File: config.mk
export PLATFORM = sky130hd
export DESIGN_NAME = fifo_bus_top
export DESIGN_NICKNAME = d
export VERILOG_FILES = /design/src/fifo_bus_pkg.sv /design/src/lbus_if.sv /design/src/fifo_read_ctl.sv /design/src/bus_timeout_mon.sv /design/src/fifo_bus_top.sv
export VERILOG_INCLUDE_DIRS = /design/src /design/src/src
export SDC_FILE = /design/constraint.sdc
export NUM_CORES = 1
export LEC_CHECK = 0
export BUFFER_PORTS_ARGS = -buffer_cell sky130_fd_sc_hd__buf_2
export CAP_MARGIN = 25
export CORE_MARGIN = 4
export CORE_UTILIZATION = 40
export DETAILED_ROUTE_END_ITERATION = 8
export PLACE_DENSITY = 0.71
export SETUP_SLACK_MARGIN = 0.02
export SYNTH_ARGS = -nofsm -noshare
export SYNTH_HDL_FRONTEND = slang
export SYNTH_HIERARCHICAL = 1
export SYNTH_SLANG_ARGS = --single-unit
File: constraint.sdc
create_clock -name aclk -period 4.24 [get_ports aclk]
set_input_delay 1.272 -clock aclk [delete_from_list [all_inputs] [get_ports aclk]]
set_output_delay 1.272 -clock aclk [all_outputs]
set_load 0.05 [all_outputs]
File: src/fifo_bus_map.svh
`ifndef FIFO_BUS_MAP_SVH
`define FIFO_BUS_MAP_SVH
// ----------------------------------------
// Register offsets and fields
// ----------------------------------------
`define CTL_OFFSET      4'h0
`define CAP_ADDR_OFFSET 4'h4
`define CAP_ATTR_OFFSET 4'h8
`define STATUS_OFFSET   4'hc
`define CTL_RESET       1'b1
`define ATTR_VALID_BIT  31
`define STAT_IRQ_BIT    9
`define RESP_OKAY       2'h0
`define RESP_SLVERR     2'h2
// ----------------------------------------
// Local bus decode and timing
// ----------------------------------------
`define FIFO_REGION     20'h00010
`define FIFO_NONE       2'h3
`define TIMEOUT_COUNT   10'h3e8
`endif

File: src/fifo_bus_pkg.sv
package fifo_bus_pkg;
  typedef enum logic [7:0] {
    RD_IDLE  = 8'h01,
    RD_TURN  = 8'h02,
    RD_PULSE = 8'h04,
    RD_HOLD1 = 8'h08,
    RD_HOLD2 = 8'h10,
    RD_HOLD3 = 8'h20,
    RD_ACK   = 8'h40,
    RD_BEAT  = 8'h80
  } rd_phase_type;

  typedef struct packed {
    rd_phase_type phase;
    logic [1:0]   idx;
  } rd_state_type;

  typedef struct packed {
    logic        active, captured, cap_wr, cap_last;
    logic [9:0]  count;
    logic [29:0] cap_addr;
    logic [3:0]  cap_be;
  } mon_state_type;

  typedef struct packed {
    logic        awready, wready, bvalid, arready, rvalid;
    logic        aw_got, w_got, aw_ok, wbit, wstb;
    logic [3:0]  aw_off;
    logic [1:0]  bresp, rresp;
    logic [31:0] rdata;
    logic        ctl, ads_d1, ack, irq_n;
    logic [2:0]  enable_n, rclk;
  } state_type;
endpackage

File: src/lbus_if.sv
`timescale 1ns/1ps
interface lbus_if;
  logic        addr_strobe_n;
  logic        last_beat_n;
  logic        write_not_read;
  logic [3:0]  byte_lane_sel_n;
  logic [31:2] cpu_word_address;
  logic        bus_ready;
  modport fifo_side (input addr_strobe_n, last_beat_n, write_not_read, cpu_word_address);
  modport mon_side  (input addr_strobe_n, last_beat_n, write_not_read, byte_lane_sel_n,
                     cpu_word_address, bus_ready);
endinterface

File: src/fifo_read_ctl.sv
`timescale 1ns/1ps
`include "fifo_bus_map.svh"
module fifo_read_ctl
  import fifo_bus_pkg::*;
(
  input  wire logic       aclk,
  input  wire logic       aresetn,
  lbus_if.fifo_side       bus,
  input  wire logic       slow_xcvr_direction,
  output logic [2:0]      oe_req,
  output logic [2:0]      rclk_req,
  output logic            ack_req
);
  rd_state_type s;
  rd_state_type n;
  logic         hit;
  logic         oe_on;
  logic         rclk_on;

  // Requests are next values; the top registers them onto the pins
  always_comb begin
    n       = s;
    oe_on   = 1'b0;
    rclk_on = 1'b0;
    ack_req = 1'b0;
    // Whole 1 KB window maps to one queue, so bursts stay on it
    hit = bus.cpu_word_address[31:12] == `FIFO_REGION &&
          bus.cpu_word_address[11:10] != `FIFO_NONE;
    case (s.phase)
      RD_IDLE: begin
        if (!bus.addr_strobe_n && !bus.write_not_read && hit) begin
          n.idx = bus.cpu_word_address[11:10];
          if (!slow_xcvr_direction) begin
            oe_on   = 1'b1;
            n.phase = RD_PULSE;
          end else begin
            n.phase = RD_TURN;
          end
        end
      end
      RD_TURN: begin
        if (!slow_xcvr_direction) begin
          oe_on   = 1'b1;
          n.phase = RD_PULSE;
        end
      end
      RD_PULSE: begin
        oe_on   = 1'b1;
        rclk_on = 1'b1;
        n.phase = RD_HOLD1;
      end
      RD_HOLD1: begin
        oe_on   = 1'b1;
        n.phase = RD_HOLD2;
      end
      RD_HOLD2: begin
        oe_on   = 1'b1;
        n.phase = RD_HOLD3;
      end
      RD_HOLD3: begin
        oe_on   = 1'b1;
        ack_req = 1'b1;
        n.phase = RD_ACK;
      end
      RD_ACK: begin
        if (!bus.last_beat_n) begin
          n.phase = RD_IDLE;
        end else begin
          oe_on   = 1'b1;
          rclk_on = 1'b1;
          n.phase = RD_BEAT;
        end
      end
      RD_BEAT: begin
        oe_on   = 1'b1;
        ack_req = 1'b1;
        n.phase = RD_ACK;
      end
      default: n.phase = RD_IDLE;
    endcase
    oe_req   = oe_on ? 3'(3'h1 << n.idx) : 3'h0;
    rclk_req = rclk_on ? 3'(3'h1 << s.idx) : 3'h0;
  end

  always_ff @(posedge aclk) begin
    if (!aresetn) begin
      s.phase <= RD_IDLE;
      s.idx   <= 2'h0;
    end else begin
      s <= n;
    end
  end
endmodule

File: src/bus_timeout_mon.sv
`timescale 1ns/1ps
`include "fifo_bus_map.svh"
module bus_timeout_mon
  import fifo_bus_pkg::*;
(
  input  wire logic        aclk,
  input  wire logic        aresetn,
  lbus_if.mon_side         bus,
  input  wire logic        hold,
  output logic             ack_req,
  output logic             irq_req,
  output logic [29:0]      cap_addr,
  output logic [5:0]       cap_attr
);
  mon_state_type s;
  mon_state_type n;
  logic          live;
  logic          timeout;

  always_comb begin
    n       = s;
    live    = s.active || !bus.addr_strobe_n;
    timeout = live && !bus.bus_ready && s.count == `TIMEOUT_COUNT;
    if (hold) begin
      n = '0;
    end else if (!live) begin
      n.count = 10'h0;
    end else begin
      n.active = 1'b1;
      if (bus.bus_ready) begin
        n.count = 10'h0;
        if (!bus.last_beat_n) begin
          n.active = 1'b0;
        end
      end else if (timeout) begin
        // Each beat restarts its own wait
        n.count = 10'h0;
        if (!s.captured) begin
          n.captured = 1'b1;
          n.cap_addr = bus.cpu_word_address;
          n.cap_be   = bus.byte_lane_sel_n;
          n.cap_wr   = bus.write_not_read;
          n.cap_last = bus.last_beat_n;
        end
      end else begin
        n.count = s.count + 10'h1;
      end
    end
    ack_req  = timeout && !hold;
    irq_req  = s.captured;
    cap_addr = s.cap_addr;
    cap_attr = {s.cap_last, s.cap_wr, s.cap_be};
  end

  always_ff @(posedge aclk) begin
    if (!aresetn) begin
      s <= '0;
    end else begin
      s <= n;
    end
  end
endmodule

File: src/fifo_bus_top.sv
// Function
// - Per queue: one enable line, one read clock
// - Enable, read clock next cycle, four waits
// - Enable only after transceiver turned to read
// - Bursts 4,1,1,1; whole window one queue
// - All read clocks pulse two after strobe
// - Queue flags readable by the processor
// - Queue accesses acknowledged by this block
// - Counter counts unacknowledged clocks, clears on ready
// - Counter cleared idle, stops at last ready
// - At 1000 the monitor acknowledges itself
// - Burst beats time out one by one
// - Timeout raises interrupt, captures access
// - First capture kept until monitor reset
// - Interrupt drives external interrupt input
// - Control 1 holds monitor, 0 enables
// - Control reads 1 after reset
`timescale 1ns/1ps
`include "fifo_bus_map.svh"
module fifo_bus_top
  import fifo_bus_pkg::*;
(
  input  wire logic        aclk,
  input  wire logic        aresetn,
  input  wire logic [31:0] s_axi_awaddr,
  input  wire logic        s_axi_awvalid,
  output logic             s_axi_awready,
  input  wire logic [31:0] s_axi_wdata,
  input  wire logic [3:0]  s_axi_wstrb,
  input  wire logic        s_axi_wvalid,
  output logic             s_axi_wready,
  output logic [1:0]       s_axi_bresp,
  output logic             s_axi_bvalid,
  input  wire logic        s_axi_bready,
  input  wire logic [31:0] s_axi_araddr,
  input  wire logic        s_axi_arvalid,
  output logic             s_axi_arready,
  output logic [31:0]      s_axi_rdata,
  output logic [1:0]       s_axi_rresp,
  output logic             s_axi_rvalid,
  input  wire logic        s_axi_rready,
  input  wire logic        addr_strobe_n,
  input  wire logic        last_beat_n,
  input  wire logic        write_not_read,
  input  wire logic [3:0]  byte_lane_sel_n,
  input  wire logic [31:2] cpu_word_address,
  input  wire logic        ready_n_i,
  output logic             ready_n_o,
  output logic             ready_oe,
  input  wire logic        slow_xcvr_direction,
  input  wire logic [2:0]  fifo_empty_n,
  input  wire logic [2:0]  fifo_half_n,
  input  wire logic [2:0]  fifo_full_n,
  output logic [2:0]       port_fifo_enable_n,
  output logic [2:0]       port_fifo_read_clock,
  output logic             ext_irq_six
);
  state_type   s;
  state_type   n;
  logic [2:0]  oe_req;
  logic [2:0]  rclk_req;
  logic        fifo_ack;
  logic        mon_ack;
  logic        irq_req;
  logic [29:0] cap_addr;
  logic [5:0]  cap_attr;
  lbus_if      bus ();

  // ----------------------------------------
  // Local bus view
  // ----------------------------------------
  assign bus.addr_strobe_n    = addr_strobe_n;
  assign bus.last_beat_n      = last_beat_n;
  assign bus.write_not_read   = write_not_read;
  assign bus.byte_lane_sel_n  = byte_lane_sel_n;
  assign bus.cpu_word_address = cpu_word_address;
  // Own drive counted too, in case the wire is not resolved outside
  assign bus.bus_ready        = !ready_n_i || s.ack;

  fifo_read_ctl u_fifo (
    .aclk                (aclk),
    .aresetn             (aresetn),
    .bus                 (bus.fifo_side),
    .slow_xcvr_direction (slow_xcvr_direction),
    .oe_req              (oe_req),
    .rclk_req            (rclk_req),
    .ack_req             (fifo_ack)
  );

  bus_timeout_mon u_mon (
    .aclk     (aclk),
    .aresetn  (aresetn),
    .bus      (bus.mon_side),
    .hold     (s.ctl),
    .ack_req  (mon_ack),
    .irq_req  (irq_req),
    .cap_addr (cap_addr),
    .cap_attr (cap_attr)
  );

  // ----------------------------------------
  // Next state
  // ----------------------------------------
  always_comb begin
    n = s;
    // Pins
    n.enable_n = ~oe_req;
    // Flag-refresh pulse on every access; a popping pulse only where enabled
    n.ads_d1   = !addr_strobe_n;
    n.rclk     = {3{s.ads_d1}} | rclk_req;
    n.ack      = fifo_ack || mon_ack;
    n.irq_n    = !irq_req;
    // Write channel, address and data in either order
    if (s_axi_awvalid && s.awready) begin
      n.aw_got = 1'b1;
      n.aw_off = s_axi_awaddr[3:0];
      n.aw_ok  = s_axi_awaddr[31:4] == 28'h0;
    end
    if (s_axi_wvalid && s.wready) begin
      n.w_got = 1'b1;
      n.wbit  = s_axi_wdata[0];
      n.wstb  = s_axi_wstrb[0];
    end
    if (s.bvalid && s_axi_bready) begin
      n.bvalid = 1'b0;
    end
    if (n.aw_got && n.w_got && !s.bvalid) begin
      n.aw_got = 1'b0;
      n.w_got  = 1'b0;
      n.bvalid = 1'b1;
      n.bresp  = `RESP_SLVERR;
      if (n.aw_ok && n.aw_off == `CTL_OFFSET) begin
        n.bresp = `RESP_OKAY;
        if (n.wstb) begin
          n.ctl = n.wbit;
        end
      end else if (n.aw_ok && (n.aw_off == `CAP_ADDR_OFFSET || n.aw_off == `CAP_ATTR_OFFSET ||
                               n.aw_off == `STATUS_OFFSET)) begin
        // Read-only registers swallow writes
        n.bresp = `RESP_OKAY;
      end
    end
    n.awready = !n.aw_got && !n.bvalid;
    n.wready  = !n.w_got && !n.bvalid;
    // Read channel, one read under way at a time
    if (s.rvalid && s_axi_rready) begin
      n.rvalid  = 1'b0;
      n.arready = 1'b1;
    end
    if (s_axi_arvalid && s.arready) begin
      n.arready = 1'b0;
      n.rvalid  = 1'b1;
      n.rresp   = `RESP_OKAY;
      n.rdata   = 32'h0;
      if (s_axi_araddr[31:4] != 28'h0) begin
        n.rresp = `RESP_SLVERR;
      end else begin
        case (s_axi_araddr[3:0])
          `CTL_OFFSET:      n.rdata = {31'h0, s.ctl};
          `CAP_ADDR_OFFSET: n.rdata = {cap_addr, 2'h0};
          `CAP_ATTR_OFFSET: begin
            n.rdata = {26'h0, cap_attr};
            n.rdata[`ATTR_VALID_BIT] = irq_req;
          end
          `STATUS_OFFSET: begin
            n.rdata = {23'h0, fifo_full_n, fifo_half_n, fifo_empty_n};
            n.rdata[`STAT_IRQ_BIT] = irq_req;
          end
          default:          n.rresp = `RESP_SLVERR;
        endcase
      end
    end
  end

  always_ff @(posedge aclk) begin
    if (!aresetn) begin
      s          <= '0;
      s.awready  <= 1'b1;
      s.wready   <= 1'b1;
      s.arready  <= 1'b1;
      s.ctl      <= `CTL_RESET;
      s.irq_n    <= 1'b1;
      s.enable_n <= 3'h7;
    end else begin
      s <= n;
    end
  end

  // ----------------------------------------
  // Outputs
  // ----------------------------------------
  assign s_axi_awready        = s.awready;
  assign s_axi_wready         = s.wready;
  assign s_axi_bvalid         = s.bvalid;
  assign s_axi_bresp          = s.bresp;
  assign s_axi_arready        = s.arready;
  assign s_axi_rvalid         = s.rvalid;
  assign s_axi_rresp          = s.rresp;
  assign s_axi_rdata          = s.rdata;
  assign ready_oe             = s.ack;
  assign ready_n_o            = !s.ack;
  assign port_fifo_enable_n   = s.enable_n;
  assign port_fifo_read_clock = s.rclk;
  assign ext_irq_six          = s.irq_n;
endmodule

---- Yosys cells after proc, flatten, opt, wreduce, memory -nomap -nowiden ----
Index checks and enable logic that the tools add are counted.
cells by class
  add/subtract/negate cells ............... 1
  eq/ne operators ......................... 19
  shift operators ......................... 2
  muxes and demuxes ....................... 31
  bitwise logic cells ..................... 6
  reductions and logical operators ........ 47
operators by type and width
  kind                                                              number
  32-bit case mux with 4 select lines                               1
  8-bit case mux with 7 select lines                                1
  32-bit two-way mux                                                1
  28-bit zero test                                                  1
  28-bit nonzero test                                               1
  20-bit by 5-bit == test with 1-bit output, second input constant  1
  2-bit two-way mux                                                 9
  1-bit logical AND                                                 17
  4-bit == test, second input constant                              4
  8-bit two-way mux                                                 2
  1-bit zero test                                                   11
  10-bit by 1-bit adder with 10-bit output, second input constant   1
  10-bit == test, second input constant                             1
  1-bit two-way mux                                                 10
  10-bit two-way mux                                                1
  5-bit OR reduction                                                2
  3-bit two-way mux                                                 3
  4-bit by 3-bit == test with 1-bit output, second input constant   2
  8-bit by 1-bit == test with 1-bit output, second input constant   1
  8-bit by 2-bit == test with 1-bit output, second input constant   1
  8-bit by 3-bit == test with 1-bit output, second input constant   1
  8-bit by 4-bit == test with 1-bit output, second input constant   1
  8-bit by 5-bit == test with 1-bit output, second input constant   1
  8-bit by 6-bit == test with 1-bit output, second input constant   1
  19 further kinds                                                  31
storage, ports and cells
  register bits after elaboration ......... 118
  input bits .............................. 155
  output and inout port bits .............. 50
  logic and storage cells ................. 135

---- Longest topological paths before layout ----
Gate-level depths: netlist (run 1).
  word-level depth ........................ 8
  gate-level depth with buffers ........... 8
  gate-level depth less buffers ........... 7

---- Cells and area by module ----
The synthesis (run 1) kept the hierarchy.
modules (own cells, without submodules)
  module           instances  cells each  area an instance (um^2)  seq. area each (um^2)
  fifo_bus_top     1          297         2,656.3                  1,161.1
  bus_timeout_mon  1          255         2,097.0                  960.9
  fifo_read_ctl    1          74          629.4                    200.2

---- Worst setup path after synthesis (run 1) ----
OpenSTA, ideal clock, no wires.
  path type ............................... input to register
  start point ............................. input port s_axi_araddr[26]
  end point ............................... register s (netlist bit s_axi_rdata[1])
  library setup time ...................... 0.059 ns
  arrival time ............................ 2.623 ns
  required time ........................... 4.181 ns
  setup slack ............................. 1.558 ns
  stages on the path ...................... 6
  buffers on the path ..................... 1
  cell sequence ........................... nor4_1 nand4_1 or4_1 clkbuf_1 o31ai_1 and2_1
on the way
  longest elaborated chain between the ends .. 2
RTL lines
  item                    RTL line             RTL
  start: declaration      fifo_bus_top.sv:35   input wire logic [31:0] s_axi_araddr,
  28-bit nonzero test     fifo_bus_top.sv:155  if (s_axi_araddr[31:4] != 28'h0) begin
  32-bit two-way mux      fifo_bus_top.sv:155
  end signal: assignment  fifo_bus_top.sv:185  s <= n;
  end: declaration        fifo_bus_top.sv:58   state_type s;
No other way between the ends.
A chain may end at the register's enable or synchronous reset.

---- Worst setup path after layout (run 1) ----
  start point ............................. input port cpu_word_address[15] (netlist bit)
  end point ............................... register s (netlist bit port_fifo_enable_n[0])
on the way
  longest elaborated chain between the ends .. 8
  elaborated cells between the ends (all ways) .. 10
  classes of those cells .................. eq/ne (1); shift (1); mux (5); bitwise (1); reduce/logical (2)
RTL lines
  item                                                          RTL line             RTL
  start: declaration                                            fifo_bus_top.sv:46   input wire logic [31:2] cpu_word_address,
  20-bit by 5-bit == test with 1-bit output (no source line) *  --
  1-bit logical AND (no source line) *                          --
  1-bit logical AND *                                           fifo_read_ctl.sv:31  if (!bus.addr_strobe_n && !bus.write_not_read && hit) begin
  10-bit two-way mux                                            fifo_read_ctl.sv:31
  2-bit two-way mux                                             fifo_read_ctl.sv:29  case (s.phase)
  1-bit by 2-bit left shift with 3-bit output                   fifo_read_ctl.sv:81  oe_req = oe_on ? 3'(3'h1 << n.idx) : 3'h0;
  3-bit two-way mux *                                           fifo_read_ctl.sv:81
  via oe_req[0]                                                 fifo_bus_top.sv:60   logic [2:0] oe_req;
  3-bit NOT *                                                   fifo_bus_top.sv:107  n.enable_n = ~oe_req;
Mark *: on every way through the listed nets, which the timed path passes. The rest lies on a longest branch. The select of a mux whose other input is x is not followed.

==> results.py, run 1 <==
metrics = {
    "status": {
        "run_status": "finished clean",
    },
    "pwr": {
        "power.leakage_nw": 2.53,
        "vdd.ir_drop.worst_mv": 0.249,
        "power_density_nw_per_um2": 452,
    },
    "place": {
        "port-buffer-count": 168,
        "place_congestion": 0.777,
        "place_hpwl_mm": 9.56,
        "placement.cell_area_sq_um": 5800,
    },
    "hold_path": {
        "hold_path.class": "flop to flop",
        "worst_hold_startpoint": "u_mon/cap_addr[12]",
        "min_path_cells": 2,
        "worst_hold_path_endpoint": "u_mon/cap_addr[12]",
    },
    "clock_tree": {
        "clock_path_buffers": 2,
        "h-tree-depth": 4,
        "clk_latency_ns": 0.41,
        "tritoncts_buffer_count": 17,
        "clock_sink_count": 116,
        "cts_setup_buffers": 0,
        "cts_hold_repair.buffers": 0,
        "post_cts_repair_resize_count": 0,
        "cts_tree": "yes",
        "clk_pin_slew_ns": 0.05,
        "cts.root.buffer_cell": "sky130_fd_sc_hd__clkbuf_16",
    },
    "final_layout": {
        "count_of_inserted_antenna_diode_cells": 0,
        "area_of_all_placed_cells_without_fillers_sq_um": 6440,
        "drive_gt1_frac": 0.310,
        "leading_cell_types_in_the_layout_fill_and_taps_excluded": "168 x sky130_fd_sc_hd__buf_2, 116 x sky130_fd_sc_hd__dfxtp_1, 108 x sky130_fd_sc_hd__nand2_1",
        "layout_commonest_cell": "sky130_fd_sc_hd__buf_2",
        "syn_to_final_growth_pct": 19.7,
        "nNetsFinal": 874,
        "num-fill-cells": 1278,
    },
    "grt": {
        "grt-ovfl-total": 0,
        "grt_first_pass_wirelength_mm": 19.6,
        "grt_antenna_before_repair": 1,
        "gr-usage-all-layers": 0.166,
        "grt_pass1_vias": 4004,
        "grt_max_degree": 62,
    },
    "floorplanning": {
        "floorplan.io_pins": 205,
        "die_height_um": 124,
        "core-area_sq_um": 13200,
        "horiz_die_dim_um": 124,
        "initial_core_util": 0.408,
        "core.rowCount": 42,
        "die-area_sq_um": 15400,
    },
    "worst_setup_path": {
        "worst_r2r_path_depth": 6,
        "worst_setup_path_end_kind": "flop",
        "worst_path_largest_cell_delay_ns": 0.50,
        "crit_chain": "buf_2 -> nor4b_1 -> nand4_1 -> nor3_4 -> o21ai_0 -> a22oi_1 -> nand2_1",
        "timing.critical_path.fanout_max": 8,
        "worstPathArrival_ns": 3.14,
        "crit-reg2reg-capture": "port_fifo_enable_n[0]",
        "worstPathRequired_ns": 4.52,
        "crit_path_start_kind": "input pin",
        "cp.buffers_inverters": 1,
        "critical_path.slowest_cell": "sky130_fd_sc_hd__nor4b_1",
        "critical_path.reg2reg.startpoint": "u_fifo/s[7]",
        "worst_path_dominant_cell_family": "simple AND/OR/NAND/NOR gates",
        "crit_type": "input pin to flop",
        "reg2reg_slack_ns": 2.23,
    },
    "synthesis": {
        "postSynthRegisterBits": 116,
        "synthesis.area_per_instance_sq_um": 8.60,
        "number_of_flops_mapped_to_enable_cells_by_yosys": 0,
        "netlist-cell-type-count": 55,
        "ys_seq_area_frac": 0.431,
        "ys.flop_type": "sky130_fd_sc_hd__dfxtp_1",
        "synthesis.yosys.warnings": 6,
        "netlist_instances": 626,
        "async_flop_share": 0,
        "synth_area_sq_um": 5380,
    },
    "sta": {
        "slew_viol_final": 0,
        "clock.fmax_mhz": 350,
        "setup_total_negative_slack_ns": 0,
        "post-route-min-period_ns": 2.86,
        "slew_at_the_pin_closest_to_its_max_slew_limit_ns": 0.722,
        "layout_worst_path_cycle_share": 0.675,
        "worst_slew_margin_rel": 0.515,
        "grt_setup_unrepaired": "false",
        "setup_viol": 0,
        "final_hold_viol_count": 0,
        "clock_skew_ns": 0.00868,
    },
    "drt": {
        "detail_route.iter0.violations": 225,
        "aggregate_routed_wire_length_mm": 13.0,
        "detail_route.vias_per_cell": 4.84,
        "post-route-drc-count": 0,
        "routed_wire_length_per_instance_um": 14.4,
        "drtAntennaViolNets": 0,
        "first_pass_iteration_count_of_the_detailed_router": 4,
        "num_vias": 4382,
    },
    "run": {
        "maxCapViolCount": 0,
    },
}
==> layout make-up <==
class	instances	area, sq um	share of cell area
clock buffers	18	439	0.0682
clock inverters	14	209	0.0324
inverters	12	45.0	0.00699
multi-input cells	395	2290	0.356
flip-flops and latches	116	2320	0.360
well taps	176	220	0.0342
repair buffers	175	913	0.142
==> layer usage <==
layer / GRT usage / wire length (um) / vias up
met3: 0.0522 / 1120 / 12
met2: 0.268 / 5980 / 150
met1: 0.209 / 5780 / 1958
met5: 0 / 13 / -
met4: 0.0609 / 113 / 2
li1: - / - / 2260
==> synthesized netlist by cell type (4+ instances only) <==
cell type | number | area (sq um)
sky130_fd_sc_hd__nor3_1 | 5 | 25.0
sky130_fd_sc_hd__dfxtp_1 | 116 | 2320
sky130_fd_sc_hd__o21a_1 | 4 | 30.0
sky130_fd_sc_hd__o21ai_0 | 10 | 50.1
sky130_fd_sc_hd__nor4_1 | 20 | 125
sky130_fd_sc_hd__a21boi_0 | 7 | 52.6
sky130_fd_sc_hd__xnor2_1 | 5 | 43.8
sky130_fd_sc_hd__and2_1 | 9 | 56.3
sky130_fd_sc_hd__a21oi_1 | 46 | 230
sky130_fd_sc_hd__inv_1 | 12 | 45.0
sky130_fd_sc_hd__clkbuf_1 | 17 | 63.8
sky130_fd_sc_hd__a22oi_1 | 30 | 225
sky130_fd_sc_hd__mux2i_1 | 7 | 70.1
sky130_fd_sc_hd__nor2_1 | 34 | 128
sky130_fd_sc_hd__mux2_2 | 7 | 78.8
sky130_fd_sc_hd__nand4_1 | 6 | 37.5
sky130_fd_sc_hd__nor2b_1 | 38 | 238
sky130_fd_sc_hd__nand2b_1 | 7 | 43.8
sky130_fd_sc_hd__buf_4 | 78 | 586
sky130_fd_sc_hd__buf_2 | 5 | 25.0
sky130_fd_sc_hd__nand2_1 | 108 | 405
==> cells by family after synthesis <==
| logic type | after synthesis | synth area share |
|---|---|---|
| adders and majority gates | 2 | 0.00465 |
| buffers and inverters | 116 | 0.144 |
| xor gates and xnor gates | 8 | 0.0130 |
| DFF | 116 | 0.431 |
| and+or+nand+nor | 255 | 0.245 |
| other | 1 | 0.000697 |
| muxes | 14 | 0.0277 |
| AOI/OAI and AO/OA | 114 | 0.133 |
==> state kept, by name, indices dropped and copies added (netlist names), 3 cells and up <==
| signal | cells |
|---|---|
| port_fifo_enable_n | 3 |
| port_fifo_read_clock | 3 |
| s | 11 |
| s_axi_rdata | 32 |
| u_fifo/s | 10 |
| u_mon/cap_addr | 30 |
| u_mon/cap_attr | 6 |
| u_mon/s | 11 |
==> worst max path at each step <==
| stage | startpoint | endpoint | slack (ns) | cells past startpoint |
|---|---|---|---|---|
| global placement | cpu_word_address[15] | port_fifo_enable_n[0] | 1.01 | 7 |
| finish | cpu_word_address[15] | port_fifo_enable_n[0] | 1.38 | 7 |
| floorplan | s_axi_araddr[26] | s_axi_rdata[1] | 1.56 | 6 |
| CTS | cpu_word_address[15] | port_fifo_enable_n[0] | 1.47 | 7 |
| detailed placement | cpu_word_address[15] | port_fifo_enable_n[0] | 1.04 | 7 |
| global route | cpu_word_address[15] | port_fifo_enable_n[0] | 1.33 | 7 |
==> stage by stage <==
step                      power [W]  utilization  setup WS (ns)  hold slack [ns]  std cells
after floorplan             0.00129            -           1.56            0.385        627
after global placement      0.00139        0.437           1.01            0.439        873
after detailed placement    0.00139        0.439           1.04            0.444        874
after CTS                   0.00296        0.489           1.47            0.452        906
after global routing        0.00302        0.489           1.33            0.466        906
final                       0.00291        0.489           1.38            0.450        906
==> worst register-to-register path: cells and delay by family, from the launching register on <==
kind            cells  cell delay [ns]
compound gates      2             0.44
simple gates        4             1.12
flops               1             0.33
==> report_power, final <==
part | switching (W) | total (W) | internal [W]
clock | 0.000495 | 0.00155 | 0.00105
sequential | 0.0000148 | 0.00113 | 0.00112
combinational | 0.000146 | 0.000236 | 0.0000903
total | 0.000656 | 0.00291 | 0.00226
Power figures use the tool's default switching activity.
==> inputs of run 2 (changes only) <==
--- a/config.mk
+++ b/config.mk
@@ -6,6 +6,7 @@
 export SDC_FILE = /design/constraint.sdc
 export NUM_CORES = 1
 export LEC_CHECK = 0
+export ABC_AREA = 1
 export BUFFER_PORTS_ARGS = -buffer_cell sky130_fd_sc_hd__buf_2
 export CAP_MARGIN = 25
 export CORE_MARGIN = 4
==> constraint.sdc (replaced) <==
create_clock -name aclk -period 2.35 [get_ports aclk]
set_input_delay 0.705 -clock aclk [delete_from_list [all_inputs] [get_ports aclk]]
set_output_delay 0.705 -clock aclk [all_outputs]
set_load 0.05 [all_outputs]
==> results.py, run 2 <==
metrics = {
    "status": {
        "run_status": "finished clean",
    },
    "clock_tree": {
        "h-tree-depth": 4,
        "cts_tree": "yes",
        "cts.root.buffer_cell": "sky130_fd_sc_hd__clkbuf_16",
        "cts_hold_repair.buffers": 0,
        "tritoncts_buffer_count": 17,
        "clock_path_buffers": 2,
        "clk_latency_ns": 0.41,
        "cts_setup_buffers": 0,
        "clk_pin_slew_ns": 0.05,
        "clock_sink_count": 116,
        "post_cts_repair_resize_count": 0,
    },
    "grt": {
        "grt-ovfl-total": 0,
        "gr-usage-all-layers": 0.173,
        "grt_pass1_vias": 5404,
        "grt_max_degree": 37,
        "grt_antenna_before_repair": 6,
        "grt_first_pass_wirelength_mm": 25.6,
    },
    "worst_setup_path": {
        "reg2reg_slack_ns": 0.49,
        "timing.critical_path.fanout_max": 36,
        "worstPathArrival_ns": 2.21,
        "crit-reg2reg-capture": "u_mon/cap_addr[19]",
        "worst_r2r_path_depth": 8,
        "crit_type": "flop to flop",
        "critical_path.reg2reg.startpoint": "u_mon/s[34]",
        "worstPathRequired_ns": 2.69,
        "worst_setup_path_end_kind": "flop",
        "crit_path_start_kind": "flop",
    },
    "floorplanning": {
        "horiz_die_dim_um": 137,
        "core.rowCount": 46,
        "die-area_sq_um": 18700,
        "floorplan.io_pins": 205,
        "core-area_sq_um": 16100,
        "die_height_um": 137,
        "initial_core_util": 0.413,
    },
    "drt": {
        "num_vias": 6009,
        "post-route-drc-count": 0,
        "drtAntennaViolNets": 0,
        "first_pass_iteration_count_of_the_detailed_router": 5,
        "detail_route.iter0.violations": 408,
        "detail_route.vias_per_cell": 4.47,
        "aggregate_routed_wire_length_mm": 16.2,
        "routed_wire_length_per_instance_um": 12.1,
    },
    "synthesis": {
        "synthesis.area_per_instance_sq_um": 6.47,
        "synth_most_common_cell": "sky130_fd_sc_hd__nand2_1",
        "netlist_instances": 1026,
        "synth_area_leaders": "sky130_fd_sc_hd__dfxtp_1 35%, sky130_fd_sc_hd__nand2_1 13%, sky130_fd_sc_hd__inv_1 11%",
        "synth.top_cell.area_share": 0.350,
        "number_of_flops_mapped_to_enable_cells_by_yosys": 0,
        "muxShareOfSynthArea": 0,
        "synth_top_family_by_area": "simple AND/OR/NAND/NOR gates",
        "async_flop_share": 0,
        "netlist-cell-type-count": 38,
        "postSynthRegisterBits": 116,
        "yosys.area_share.simple": 0.360,
        "synth_compound_gate_area_share": 0.0435,
        "post_synthesis_share_of_cell_area_spent_on_full_adders_half_adders_and_majority_gates": 0.00377,
        "synthesis.yosys.warnings": 6,
        "ys_seq_area_frac": 0.350,
        "synth_area_sq_um": 6640,
        "ys.flop_type": "sky130_fd_sc_hd__dfxtp_1",
        "yosys.area_share.xor_xnor": 0.00528,
        "post-synth-top-area-cell": "sky130_fd_sc_hd__dfxtp_1",
        "synth.cells.most_frequent": "228 x sky130_fd_sc_hd__nand2_1, 194 x sky130_fd_sc_hd__inv_1, 151 x sky130_fd_sc_hd__nor2_1, 116 x sky130_fd_sc_hd__dfxtp_1, 83 x sky130_fd_sc_hd__buf_4",
    },
    "sta": {
        "post-route-min-period_ns": 1.86,
        "clock_skew_ns": 0.00772,
        "layout_worst_path_cycle_share": 0.792,
        "final_hold_viol_count": 0,
        "setup_total_negative_slack_ns": 0,
        "grt_setup_unrepaired": "false",
        "setup_viol": 0,
        "clock.fmax_mhz": 537,
        "slew_viol_final": 0,
    },
    "pwr": {
        "power.leakage_nw": 3.54,
        "power_switching_w": 0.00124,
        "power_density_nw_per_um2": 676,
        "intPower_w": 0.00396,
        "combPwrFrac": 0.095,
        "clkPwrFrac": 0.512,
        "vdd.ir_drop.worst_mv": 0.514,
        "switching_share": 0.238,
        "seq_power_share": 0.393,
    },
    "final_layout": {
        "nNetsFinal": 1268,
        "flip_flop_count_of_the_largest_register_after_layout": 32,
        "syn_to_final_growth_pct": 15.7,
        "leading_cell_types_in_the_layout_fill_and_taps_excluded": "228 x sky130_fd_sc_hd__nand2_1, 194 x sky130_fd_sc_hd__inv_1, 168 x sky130_fd_sc_hd__buf_2",
        "drive_gt1_frac": 0.224,
        "layout_commonest_cell": "sky130_fd_sc_hd__nand2_1",
        "finalNonFillerCells": 1344,
    },
    "hold_path": {
        "worst_hold_path_endpoint": "s_axi_rdata[16]",
        "hold_path.class": "flop to flop",
        "min_path_cells": 2,
        "worst_hold_startpoint": "s_axi_rdata[16]",
    },
    "place": {
        "place_hpwl_mm": 12.2,
        "place_congestion": 0.837,
        "port-buffer-count": 168,
        "placed_cells": 1308,
    },
    "run": {
        "maxCapViolCount": 0,
    },
}
[run 2: cell count changes after synthesis, sizes merged, moves of 21 or more]
cell | before | now
a22oi | 30 | 0
buf | 87 | 108
inv | 12 | 199
nand2 | 108 | 234
nand3 | 4 | 62
nand4 | 7 | 47
nor2 | 34 | 175
nor2b | 38 | 0
[run 2: area by class of cell]
class | instances | area (sq um)
Multi-Input combinational cell | 596 | 2740
Clock inverter | 9 | 125
Clock buffer | 23 | 488
Tap cell | 216 | 270
Timing Repair Buffer | 179 | 961
Sequential cell | 116 | 2320
Fill cell | 1641 | 8380
Inverter | 201 | 759
Antenna cell | 4 | 10.0
[run 2: metrics by stage]
stage | power (W) | area (sq um) | hold WS [ns] | setup WS [ns] | utilization
final | 0.00519 | 7680 | 0.459 | 0.489 | 0.478
after global routing | 0.00539 | 7680 | 0.477 | 0.297 | 0.478
after CTS | 0.00524 | 7670 | 0.462 | 0.484 | 0.478
after detailed placement | 0.00258 | 7060 | 0.453 | 0.308 | 0.439
after global placement | 0.00257 | 7060 | 0.445 | 0.329 | 0.439
after floorplan | 0.00239 | 6640 | 0.384 | 0.492 | -
[run 2: power groups by stage]
stage	Sequential (W)	Combinational (W)	Clock, W
2_1_floorplan	0.00214	0.000253	0
3_3_place_gp	0.00208	0.000492	0
3_5_place_dp	0.00208	0.000498	0
4_1_cts	0.00204	0.000500	0.00270
5_1_grt	0.00204	0.000550	0.00280
6_report	0.00204	0.000494	0.00266
[run 2: routing by layer]
metal / track usage / vias up / routed length, um
met5: 0 / - / 18
met4: 0.0510 / 2 / 242
met3: 0.0592 / 24 / 1520
met2: 0.282 / 207 / 7280
met1: 0.216 / 2585 / 7160
li1: - / 3191 / -
[run 2: logic make-up after synthesis]
group,count (synthesis)
xor gates and xnor gates,4
other,1
adders and majority gates,2
DFF,116
buffers and inverters,315
AOI/OAI and AO/OA,55
and+or+nand+nor,533
[run 2: critical path: stages (launching register included)]
cell and delay, ns:
sky130_fd_sc_hd__dfxtp_1 0.33, sky130_fd_sc_hd__inv_1 0.06, sky130_fd_sc_hd__ha_1 0.17, sky130_fd_sc_hd__nand3_1 0.13
sky130_fd_sc_hd__nor2_4 0.32, sky130_fd_sc_hd__nand3_4 0.42, sky130_fd_sc_hd__nand2_1 0.19, sky130_fd_sc_hd__inv_1 0.07
sky130_fd_sc_hd__nor2_1 0.10
[run 2: how the worst max path moves through the flow]
stage	start	end	slack [ns]	cells after the start
2_1_floorplan	ready_oe	u_mon/cap_addr[20]	0.49	10
5_1_grt	u_mon/s[34]	u_mon/cap_addr[19]	0.30	8
3_5_place_dp	cpu_word_address[23]	port_fifo_enable_n[1]	0.31	11
6_report	u_mon/s[34]	u_mon/cap_addr[19]	0.49	8
4_1_cts	u_mon/s[34]	u_mon/cap_addr[19]	0.48	8
3_3_place_gp	cpu_word_address[27]	port_fifo_enable_n[2]	0.33	11
